**config.mk**
```make
export PLATFORM = sky130hd
export DESIGN_NAME = adcc_top
export DESIGN_NICKNAME = d
export VERILOG_FILES = /design/src/design/adcc_pkg.sv /design/src/design/adcc_top.sv
export VERILOG_INCLUDE_DIRS = /design/src /design/src/design
export SDC_FILE = /design/constraint.sdc
export NUM_CORES = 1
export LEC_CHECK = 0
export ABC_AREA = 1
export BUFFER_PORTS_ARGS = -buffer_cell sky130_fd_sc_hd__buf_2
export CORE_UTILIZATION = 50
export CTS_CLUSTER_DIAMETER = 40
export DETAILED_ROUTE_END_ITERATION = 10
export PLACE_DENSITY_LB_ADDON = 0.15
export SLEW_MARGIN = 20
export SYNTH_ARGS = -nofsm -noshare
export SYNTH_HDL_FRONTEND = slang
export SYNTH_SLANG_ARGS = --single-unit
```
**constraint.sdc**
```tcl
create_clock -name core_clk -period 2.7 [get_ports core_clk]
set_input_delay 0.135 -clock core_clk [delete_from_list [all_inputs] [get_ports core_clk]]
set_output_delay 0.135 -clock core_clk [all_outputs]
set_load 0.005 [all_outputs]
```
**src/design/adcc_regs.svh**
```systemverilog
// Register offsets, field positions, reset values and counts of the converter control block
`ifndef ADCC_REGS_SVH
`define ADCC_REGS_SVH

// Register byte offsets
`define ADCC_CTRL_FIRST_OFS   8'h00
`define ADCC_CTRL_SECOND_OFS  8'h04
`define ADCC_PIN_ENABLE_OFS   8'h08
`define ADCC_RESULT_OFS       8'h0C
`define ADCC_INT_STATUS_OFS   8'h10
`define ADCC_INT_MASK_OFS     8'h14

// converter_control_first fields
`define ADCC_START_BIT        7
`define ADCC_BUSY_BIT         6
`define ADCC_POWER_OFF_BIT    5
`define ADCC_JUSTIFY_BIT      4

// converter_control_second fields
`define ADCC_REF_SEL_BIT      4
`define ADCC_DIV_SEL_MSB      2
`define ADCC_DIV_SEL_LSB      0

// Interrupt status and mask field
`define ADCC_DONE_BIT         0

// Reset values
`define ADCC_START_RST        1'b0
`define ADCC_POWER_OFF_RST    1'b1
`define ADCC_JUSTIFY_RST      1'b0
`define ADCC_REF_SEL_RST      1'b0
`define ADCC_DIV_SEL_RST      3'h0
`define ADCC_PIN_ENABLE_RST   4'hF
`define ADCC_MASK_RST         1'b0

// Converter clock periods per conversion
`define ADCC_CONV_TICKS       5'h10

`endif

```
**src/design/adcc_pkg.sv**
```systemverilog
// Types shared by the converter control block
package adcc_pkg;

   typedef enum logic [1:0] {
      ADCC_IDLE,
      ADCC_HOLD,
      ADCC_CONV
   } adcc_state_t;

   typedef struct packed {
      logic       sar_reset;
      logic       conv_clk_tick;
      logic       power_en;
      logic       ref_external;
      logic       vref_pin_sel;
      logic [3:0] analog_input_enables;
   } adcc_ana_t;

endpackage

```
**src/design/adcc_top.sv**
```systemverilog
// APB-controlled conversion control for a 12-bit successive-approximation converter
`timescale 1ns/10ps
`include "adcc_regs.svh"

module adcc_top
(
   // Clock and reset
   input  wire logic               core_clk,
   input  wire logic               reset,
   // APB slave
   input  wire logic               psel,
   input  wire logic               penable,
   input  wire logic               pwrite,
   input  wire logic [7:0]         paddr,
   input  wire logic [31:0]        pwdata,
   output logic      [31:0]        prdata,
   output logic                    pready,
   output logic                    pslverr,
   // Converter analog side
   input  wire logic [11:0]        conv_code,
   output adcc_pkg::adcc_ana_t     ana,
   // Interrupt
   output logic                    irq
);

   // Division limit for the converter clock counter
   function automatic logic [5:0] div_limit(input logic [2:0] sel);
      logic [6:0] v;
      v = 7'h01;
      if (sel == 3'h7)
      begin
         v = 7'h40;
      end
      else
      begin
         v = 7'(7'h01 << sel);
      end
      return 6'(v - 7'h01);
   endfunction

   // Place the 12-bit code in the 16-bit result word
   function automatic logic [15:0] place_code(input logic [11:0] code,
                                              input logic        right);
      logic [15:0] w;
      w = {code, 4'h0};
      if (right)
      begin
         w = {4'h0, code};
      end
      return w;
   endfunction

   adcc_pkg::adcc_state_t state_q;
   adcc_pkg::adcc_ana_t   ana_q;

   logic        start_q;
   logic        power_off_q;
   logic        justify_q;
   logic        ref_sel_q;
   logic [2:0]  div_sel_q;
   logic [3:0]  pin_en_q;
   logic [11:0] code_q;
   logic [11:0] code_s1_q;
   logic [11:0] code_s2_q;
   logic        status_q;
   logic        mask_q;
   logic        irq_q;
   logic [5:0]  div_cnt_q;
   logic        tick_q;
   logic [4:0]  tick_cnt_q;
   logic [31:0] prdata_q;
   logic        pready_q;
   logic        pslverr_q;

   logic        setup;
   logic        wr;
   logic        rd;
   logic        wr_ctrl1;
   logic        start_rise;
   logic        start_fall;
   logic        busy;
   logic        done;
   logic        rd_clr;
   logic [31:0] rd_word;
   logic        rd_hit;

   assign setup = psel & ~penable;
   assign wr    = psel & penable & pready_q & pwrite;
   assign rd    = psel & penable & pready_q & ~pwrite;

   assign wr_ctrl1   = wr & (paddr == `ADCC_CTRL_FIRST_OFS);
   assign start_rise = wr_ctrl1 & pwdata[`ADCC_START_BIT] & ~start_q;
   assign start_fall = wr_ctrl1 & ~pwdata[`ADCC_START_BIT] & start_q;

   // Busy while held in reset or converting
   assign busy = (state_q != adcc_pkg::ADCC_IDLE);
   assign done = (state_q == adcc_pkg::ADCC_CONV) & tick_q
               & (tick_cnt_q == 5'(`ADCC_CONV_TICKS - 5'h01));

   // Read clear only takes bits that the read actually returned
   assign rd_clr = rd & (paddr == `ADCC_INT_STATUS_OFS)
                 & prdata_q[`ADCC_DONE_BIT];

   // Read data selection
   always_comb
   begin
      rd_word = 32'h0000_0000;
      rd_hit  = 1'b1;
      unique case (paddr)
         `ADCC_CTRL_FIRST_OFS:
         begin
            rd_word[`ADCC_START_BIT]     = start_q;
            rd_word[`ADCC_BUSY_BIT]      = busy;
            rd_word[`ADCC_POWER_OFF_BIT] = power_off_q;
            rd_word[`ADCC_JUSTIFY_BIT]   = justify_q;
         end
         `ADCC_CTRL_SECOND_OFS:
         begin
            rd_word[`ADCC_REF_SEL_BIT] = ref_sel_q;
            rd_word[`ADCC_DIV_SEL_MSB:`ADCC_DIV_SEL_LSB] = div_sel_q;
         end
         `ADCC_PIN_ENABLE_OFS:
         begin
            rd_word[3:0] = pin_en_q;
         end
         `ADCC_RESULT_OFS:
         begin
            rd_word[15:0] = place_code(code_q, justify_q);
         end
         `ADCC_INT_STATUS_OFS:
         begin
            rd_word[`ADCC_DONE_BIT] = status_q;
         end
         `ADCC_INT_MASK_OFS:
         begin
            rd_word[`ADCC_DONE_BIT] = mask_q;
         end
         default:
         begin
            rd_hit = 1'b0;
         end
      endcase
   end

   // APB answer: no wait states, data and error captured in setup
   always_ff @(posedge core_clk or posedge reset)
   begin
      if (reset)
      begin
         pready_q  <= 1'b0;
         pslverr_q <= 1'b0;
         prdata_q  <= 32'h0000_0000;
      end
      else
      begin
         pready_q  <= setup;
         if (setup)
         begin
            pslverr_q <= ~rd_hit;
            prdata_q  <= pwrite ? 32'h0000_0000 : rd_word;
         end
         else
         begin
            pslverr_q <= 1'b0;
         end
      end
   end

   // Control register writes
   always_ff @(posedge core_clk or posedge reset)
   begin
      if (reset)
      begin
         start_q     <= `ADCC_START_RST;
         power_off_q <= `ADCC_POWER_OFF_RST;
         justify_q   <= `ADCC_JUSTIFY_RST;
         ref_sel_q   <= `ADCC_REF_SEL_RST;
         div_sel_q   <= `ADCC_DIV_SEL_RST;
         pin_en_q    <= `ADCC_PIN_ENABLE_RST;
         mask_q      <= `ADCC_MASK_RST;
      end
      else if (wr)
      begin
         unique case (paddr)
            `ADCC_CTRL_FIRST_OFS:
            begin
               start_q     <= pwdata[`ADCC_START_BIT];
               power_off_q <= pwdata[`ADCC_POWER_OFF_BIT];
               justify_q   <= pwdata[`ADCC_JUSTIFY_BIT];
            end
            `ADCC_CTRL_SECOND_OFS:
            begin
               ref_sel_q <= pwdata[`ADCC_REF_SEL_BIT];
               div_sel_q <= pwdata[`ADCC_DIV_SEL_MSB:`ADCC_DIV_SEL_LSB];
            end
            `ADCC_PIN_ENABLE_OFS:
            begin
               pin_en_q <= pwdata[3:0];
            end
            `ADCC_INT_MASK_OFS:
            begin
               mask_q <= pwdata[`ADCC_DONE_BIT];
            end
            default:
            begin
               mask_q <= mask_q;
            end
         endcase
      end
   end

   // Converter clock divider, realigned at each conversion start
   always_ff @(posedge core_clk or posedge reset)
   begin
      if (reset)
      begin
         div_cnt_q <= 6'h00;
         tick_q    <= 1'b0;
      end
      else if (start_fall)
      begin
         div_cnt_q <= 6'h00;
         tick_q    <= 1'b0;
      end
      else if (div_cnt_q >= div_limit(div_sel_q))
      begin
         div_cnt_q <= 6'h00;
         tick_q    <= 1'b1;
      end
      else
      begin
         div_cnt_q <= 6'(div_cnt_q + 6'h01);
         tick_q    <= 1'b0;
      end
   end

   // Conversion sequencing
   always_ff @(posedge core_clk or posedge reset)
   begin
      if (reset)
      begin
         state_q <= adcc_pkg::ADCC_IDLE;
      end
      else if (start_rise)
      begin
         state_q <= adcc_pkg::ADCC_HOLD;
      end
      else if (start_fall)
      begin
         state_q <= adcc_pkg::ADCC_CONV;
      end
      else if (done)
      begin
         state_q <= adcc_pkg::ADCC_IDLE;
      end
   end

   // Converter clock periods counted during a conversion
   always_ff @(posedge core_clk or posedge reset)
   begin
      if (reset)
      begin
         tick_cnt_q <= 5'h00;
      end
      else if (start_fall)
      begin
         tick_cnt_q <= 5'h00;
      end
      else if ((state_q == adcc_pkg::ADCC_CONV) && tick_q)
      begin
         tick_cnt_q <= 5'(tick_cnt_q + 5'h01);
      end
   end

   // Converted code from the analog side, synchronised then captured
   always_ff @(posedge core_clk or posedge reset)
   begin
      if (reset)
      begin
         code_s1_q <= 12'h000;
         code_s2_q <= 12'h000;
         code_q    <= 12'h000;
      end
      else
      begin
         code_s1_q <= conv_code;
         code_s2_q <= code_s1_q;
         if (done)
         begin
            code_q <= code_s2_q;
         end
      end
   end

   // Completion flag: a new completion wins over a read clear
   always_ff @(posedge core_clk or posedge reset)
   begin
      if (reset)
      begin
         status_q <= 1'b0;
         irq_q    <= 1'b0;
      end
      else
      begin
         status_q <= (status_q & ~rd_clr) | done;
         irq_q    <= status_q & mask_q;
      end
   end

   // Analog side controls
   always_ff @(posedge core_clk or posedge reset)
   begin
      if (reset)
      begin
         ana_q <= '0;
      end
      else
      begin
         ana_q.sar_reset            <= (state_q == adcc_pkg::ADCC_HOLD);
         ana_q.conv_clk_tick        <= (state_q == adcc_pkg::ADCC_CONV) & tick_q;
         ana_q.power_en             <= ~power_off_q;
         ana_q.ref_external         <= ref_sel_q;
         ana_q.vref_pin_sel         <= ref_sel_q;
         ana_q.analog_input_enables <= pin_en_q;
      end
   end

   assign prdata  = prdata_q;
   assign pready  = pready_q;
   assign pslverr = pslverr_q;
   assign ana     = ana_q;
   assign irq     = irq_q;

endmodule // adcc_top

```
Word level (Yosys, flattened, before mapping)
Cells that the tools add are included.

storage, ports and cells
  register bits after elaboration = 106
  input port bits = 57
  output and inout bits = 44
  word-level logic and storage cells = 93

operators by class
  add/sub/neg operators = 3
  magnitude comparators = 1
  equality and inequality tests = 9
  shift operators = 1
  muxes and demuxes = 21
  bitwise operators = 24
  reductions and logical operators = 10

operators with widths
  operator                                           count
  2-to-1 mux 16 bit                                  2
  2-to-1 mux 6 bit                                   4
  AND 1 bit                                          16
  == test 8 x 4 -> 1 bit (second input constant)     2
  == test 8 x 5 -> 1 bit (second input constant)     2
  2-to-1 mux 5 bit                                   2
  == test 8 x 3 -> 1 bit (second input constant)     1
  zero test 8 bit                                    1
  2-to-1 mux 8 bit                                   1
  AND reduction 2 bit                                4
  NOT 1 bit                                          7
  adder 6 x 1 -> 6 bit (second input constant)       1
  greater-or-equal comparator 6 bit                  1
  2-to-1 mux 2 bit                                   3
  case mux 2 bit (3 select lines)                    1
  case mux 3 bit (2 select lines)                    1
  OR reduction 6 bit                                 1
  left shift 1 x 3 -> 6 bit (first input constant)   1
  subtractor 6 x 1 -> 6 bit (second input constant)  1
  adder 5 x 1 -> 5 bit (second input constant)       1
  == test 5 x 4 -> 1 bit (second input constant)     1
  case mux 1 bit (5 select lines)                    1
  2-to-1 mux 1 bit                                   4
  nonzero test 2 bit                                 2
  8 further kinds                                    8

Logic depth before layout (Yosys ltp)
  depth after elaboration = 11
  depth in mapped cells = 13
  depth with buffers taken out = 12

Least setup slack after synthesis
Ideal clock, no wire load.

  path kind = flip-flop to flip-flop
  start point = register div_sel_q[0]
  end point = register div_cnt_q[4]
  library setup time = 73 ps
  data arrival time = 1939 ps
  data required time = 2627 ps
  path slack = 688 ps
  stages on the path, launching flop included = 13
  path buffers = 1
  period minus slack after synthesis = 2012 ps
  cells stage by stage = dfrtp_1 -> clkbuf_1 -> nor2_1 -> nand2_1 -> ha_1 -> nor4_1 -> nor2_1 -> ha_1 -> nand2_1 -> o21ai_0 -> nor2_1 -> nand2_4 -> a21oi_2

between the ends
  cells in the longest elaborated chain, start to end = 7
  elaborated cells on any way between the ends = 8
  those cells by class = add/sub: 1; order compare: 1; eq/ne: 1; shift: 1; mux: 4

ends and longest elaborated chain
  element                                                            line                            text
  start: declaration                                                 adcc_top.sv:60                  logic [2:0] div_sel_q;
  start signal: assignment                                           adcc_top.sv:178                 div_sel_q <= `ADCC_DIV_SEL_RST;
  start signal: assignment                                           adcc_top.sv:194                 div_sel_q <= pwdata[`ADCC_DIV_SEL_MSB:`ADCC_DIV_SEL_LSB];
  == test 3 bit / left shift 1 x 3 -> 6 bit (equally long branches)  adcc_top.sv:30, adcc_top.sv:36
  2-to-1 mux 6 bit (*)                                               adcc_top.sv:30                  if (sel == 3'h7)
  2-to-1 mux 6 bit (*)                                               adcc_top.sv:220                 else if (start_fall)
  subtractor 6 x 1 -> 6 bit (*)                                      adcc_top.sv:38                  return 6'(v - 7'h01);
  greater-or-equal comparator 6 bit (*)                              adcc_top.sv:225                 else if (div_cnt_q >= div_limit(div_sel_q))
  2-to-1 mux 6 bit (*)                                               adcc_top.sv:225
  2-to-1 mux 6 bit (*)                                               adcc_top.sv:220
  end signal: assignment                                             adcc_top.sv:232                 div_cnt_q <= 6'(div_cnt_q + 6'h01);
  end: declaration                                                   adcc_top.sv:68                  logic [5:0] div_cnt_q;

Mark *: on every way between the ends. The rest lies on a longest branch, timed or not. The select of a mux whose other input is x is not followed.
A chain may end at the register's enable or synchronous reset.

Worst setup path in the final report
  start point = register div_sel_q[0]
  end point = register div_cnt_q[2]

The elaborated chain is that of the path after synthesis.

==> metrics.md <==
| Metric | Value |
|---|---|
| HPWL after DPL | `5130 um` |
| Critical Path RT | `2.94 ns` |
| Arrival @ worst endpoint | `2.46 ns` |
| Post-synth top cells | `123 x nand2_1, 85 x dfrtp_1, 43 x inv_1` |
| Area delta synth->final | `17.3%` |
| Initial antenna violation count | `0` |
| Minimum clock period | `2.22 ns` |
| Synth Warn # | `0` |
| TNS Setup | `0 ns` |
| Nets | `576` |
| Worst slew margin | `47.1%` |
| DRC errors left | `0` |
| Die area | `8250 um2` |
| Metal3 WL | `265 um` |
| Worst vdd ir | `0.000383 V` |
| RSZ-0062 raised after global routing | `false` |
| DR pass1 iterations | `4` |
| Crit path launch | `div_sel_q[0]$_DFFE_PP0P_` |
| Critical path class | `reg2reg` |
| Post-route clock period utilization | `82.1%` |
| Post-synth EDFFs | `0` |
| Met1 WL | `3400 um` |
| H-tree levels | `3` |
| Top sig layer | `met4` |
| Synthesized area per cell | `9.19 um2` |
| Worst path cell trace | `nor2_1 -> nand2_1 -> ha_1 -> nor4_1 -> nor2_1 -> ha_1 -> nand2_1 -> o21ai_0 -> nor2_1 -> nand2_4 -> nor2_2` |
| Leak | `0.00247 uW` |
| Status | `completed` |
| Core region area | `7690 um2` |
| Post-DR wirelength/cell | `11.5 um` |
| Clock skew | `0.0128 ns` |
| Number of gates resized after cts | `0` |
| Share of post-route cells with drive strength above 1 | `21.8%` |
| CP max FO | `8` |
| Vias | `2846` |
| CTS Sinks | `90` |
| Hold Fails Final Rpt | `0` |
| Max_cap viols | `0` |
| Worst reg2reg setup slack | `0.48 ns` |
| Seq cells post-synth | `90` |
| GRT Total Usage | `19.2%` |
| Synth area leader | `dfrtp_1` |
| Least-Margin Pin Slew | `0.794 ns` |
| Initial core utilization | `51.3%` |
| Reg clk slew, reported paths | `0.10 ns` |
| Gpl congestion | `0.787` |
| Crit-path slowest cell | `dfrtp_1` |
| Number of violations reported at the end of detailed-routing iteration 0 | `110` |
| CP bufs+invs | `0` |
| Dominant synthesized flop cell | `dfrtp_1` |
| Root Driver | `clkbuf_8` |
| Max frequency | `451 MHz` |
| CP delay by family, top | `simple AND/OR/NAND/NOR gates` |
| Post-synth top area share | `53.9%` |
| Synth top area cells | `dfrtp_1 54%, nand2_1 12%, inv_1 4.1%, o21ai_0 4.1%, nand3_1 3.4%` |
| HP Class | `in2reg` |
| Crit-path most repeated cell | `nor2_1` |
| Final wirelength | `7070 um` |
| Die outline width | `90.8 um` |
| PortBufs | `59` |
| Die height | `90.8 um` |
| Cell area power density | `505 nW/um2` |
| Worst Setup Start Kind | `flip-flop` |
| Vias per Instance | `4.63` |
| Final setup violation count | `0` |
| Postcts setup bufs | `0` |
| Routed wl met2 | `3350 um` |
| Slew Viols, Final | `0` |
| IO Count | `101` |
| Bufs on Longest Clock Path | `2` |
| Critical Path Sink Type | `flip-flop` |
| Most frequent cell after synthesis | `nand2_1` |
| Sequential share of the synthesized area | `57.3%` |
| Cell row count | `32` |
| Max incr delay on CP | `0.48 ns` |
| Final antenna-violating net count | `0` |
| Synth Cell Area | `3940 um2` |
| Cts bufs inserted | `9` |
| First-pass GRT wire length | `12400 um` |
| Synth async-reset ratio | `100%` |
| ANT cells | `0` |
| Gr ovfl total | `0` |
| Synth cell types | `35` |
| Pin count of the biggest net entering global routing | `48` |
| Layout Cells excl Fill | `615` |
| Number of global-route vias before repair | `2789` |
| Clk_lat worst skew | `0.35 ns` |
| CTS tree | `done` |
| Reg2reg start | `div_sel_q[0]$_DFFE_PP0P_` |
| # fillers | `680` |
| Hold_sp | `pwdata[2]` |
| DP Cell Count | `584` |
| Cell count after synthesis | `429` |
worst paths after layout:
| check | end | depth (start not counted) |
|---|---|---|
| max in group asynchronous | prdata[3]$_DFFE_PP0P_ | 4 |
| min in group asynchronous | code_s2_q[2]$_DFF_PP0_ | 3 |
| max reg2reg | div_cnt_q[2]$_DFF_PP0_ | 11 |
| min reg2reg | code_s2_q[9]$_DFF_PP0_ | 0 |
| max | div_cnt_q[2]$_DFF_PP0_ | 11 |
| min | pin_en_q[2]$_DFFE_PP1P_ | 3 |
flip-flops by register name, indices dropped and copies added (netlist names):
signal       cells
prdata          16
code_q          12
code_s1_q       12
code_s2_q       12
ana              8
div_cnt_q        6
tick_cnt_q       5
pin_en_q         4
div_sel_q        3
state_q          2
irq              1
justify_q        1
mask_q           1
power_off_q      1
pready           1
pslverr          1
ref_sel_q        1
start_q          1
status_q         1
tick_q           1
layer usage:
| layer | global-route usage (%) | vias to the layer above |
|---|---|---|
| li1 | - | 1483 |
| met1 | 25.2 | 1292 |
| met2 | 31.7 | 67 |
| met3 | 3.70 | 4 |
| met4 | 7.14 | 0 |
| met5 | 0 | - |
worst register-to-register path, delay by kind of cell (launching register included):
kind,cells,cell delay [ns]
adder cells (fa/ha/maj),2,0.53
AO/OA/AOI/OAI,1,0.22
flip-flops,1,0.48
AND/OR/NAND/NOR,8,0.88
cell families (layout without fill, tap and decap cells):
family / Yosys count / count (layout) / synth area share [%]
simple gates: 202 / 202 / 23.2
flops: 90 / 90 / 57.3
buf+inv: 72 / 141 / 8.72
compound gates: 50 / 50 / 6.66
fa+ha+maj: 10 / 10 / 3.17
xor+xnor: 4 / 4 / 0.888
other cells: 1 / 16 / 0.0951
where the power goes:
group	total [uW]	internal, uW	switching [uW]	leakage [uW]
logic	130	50.1	79.7	0.00121
registers	1380	1370	9.24	0.00117
clock network	823	343	481	0.0000922
layout by cell type, fill, tap and decap left out, types with 6 or more instances in the layout:
master / n
a21oi_1: 6
buf_2: 59
clkbuf_8: 9
conb_1: 16
dfrtp_1: 85
dlygate4sd3_1: 16
ha_1: 10
inv_1: 42
nand2_1: 123
nand3_1: 27
nor2_1: 19
nor2_2: 10
o21ai_0: 32
o21ai_1: 6
timing repair:
item,in CTS,in global routing
hold buffers,16,0
setup endpoints to repair,0,0
endpoints found under the hold margin,55,0
layout make-up:
class	instances	area, um2	area share [%]
tap	102	128	2.76
inverter	49	188	4.06
clock inverter	6	47.5	1.03
multi-input combinational	282	1400	30.2
sequential	90	2260	48.8
timing repair buffer	77	483	10.4
clock buffer	9	124	2.68
per-stage QoR:
step           area, um2  power, uW  util [%]  worst slack (ns)  hold slack [ns]
5_1_grt             4630       2440      60.2             0.234           0.0171
3_5_place_dp        4290       1520      55.9             0.513            0.244
3_3_place_gp        4290       1520      55.9             0.598            0.244
4_1_cts             4630       2360      60.2             0.493          0.00263
6_report            4630       2330      60.2             0.482          0.00255
2_1_floorplan       4000       1490         -             0.238            0.166
(Power assumes the default switching activity.)
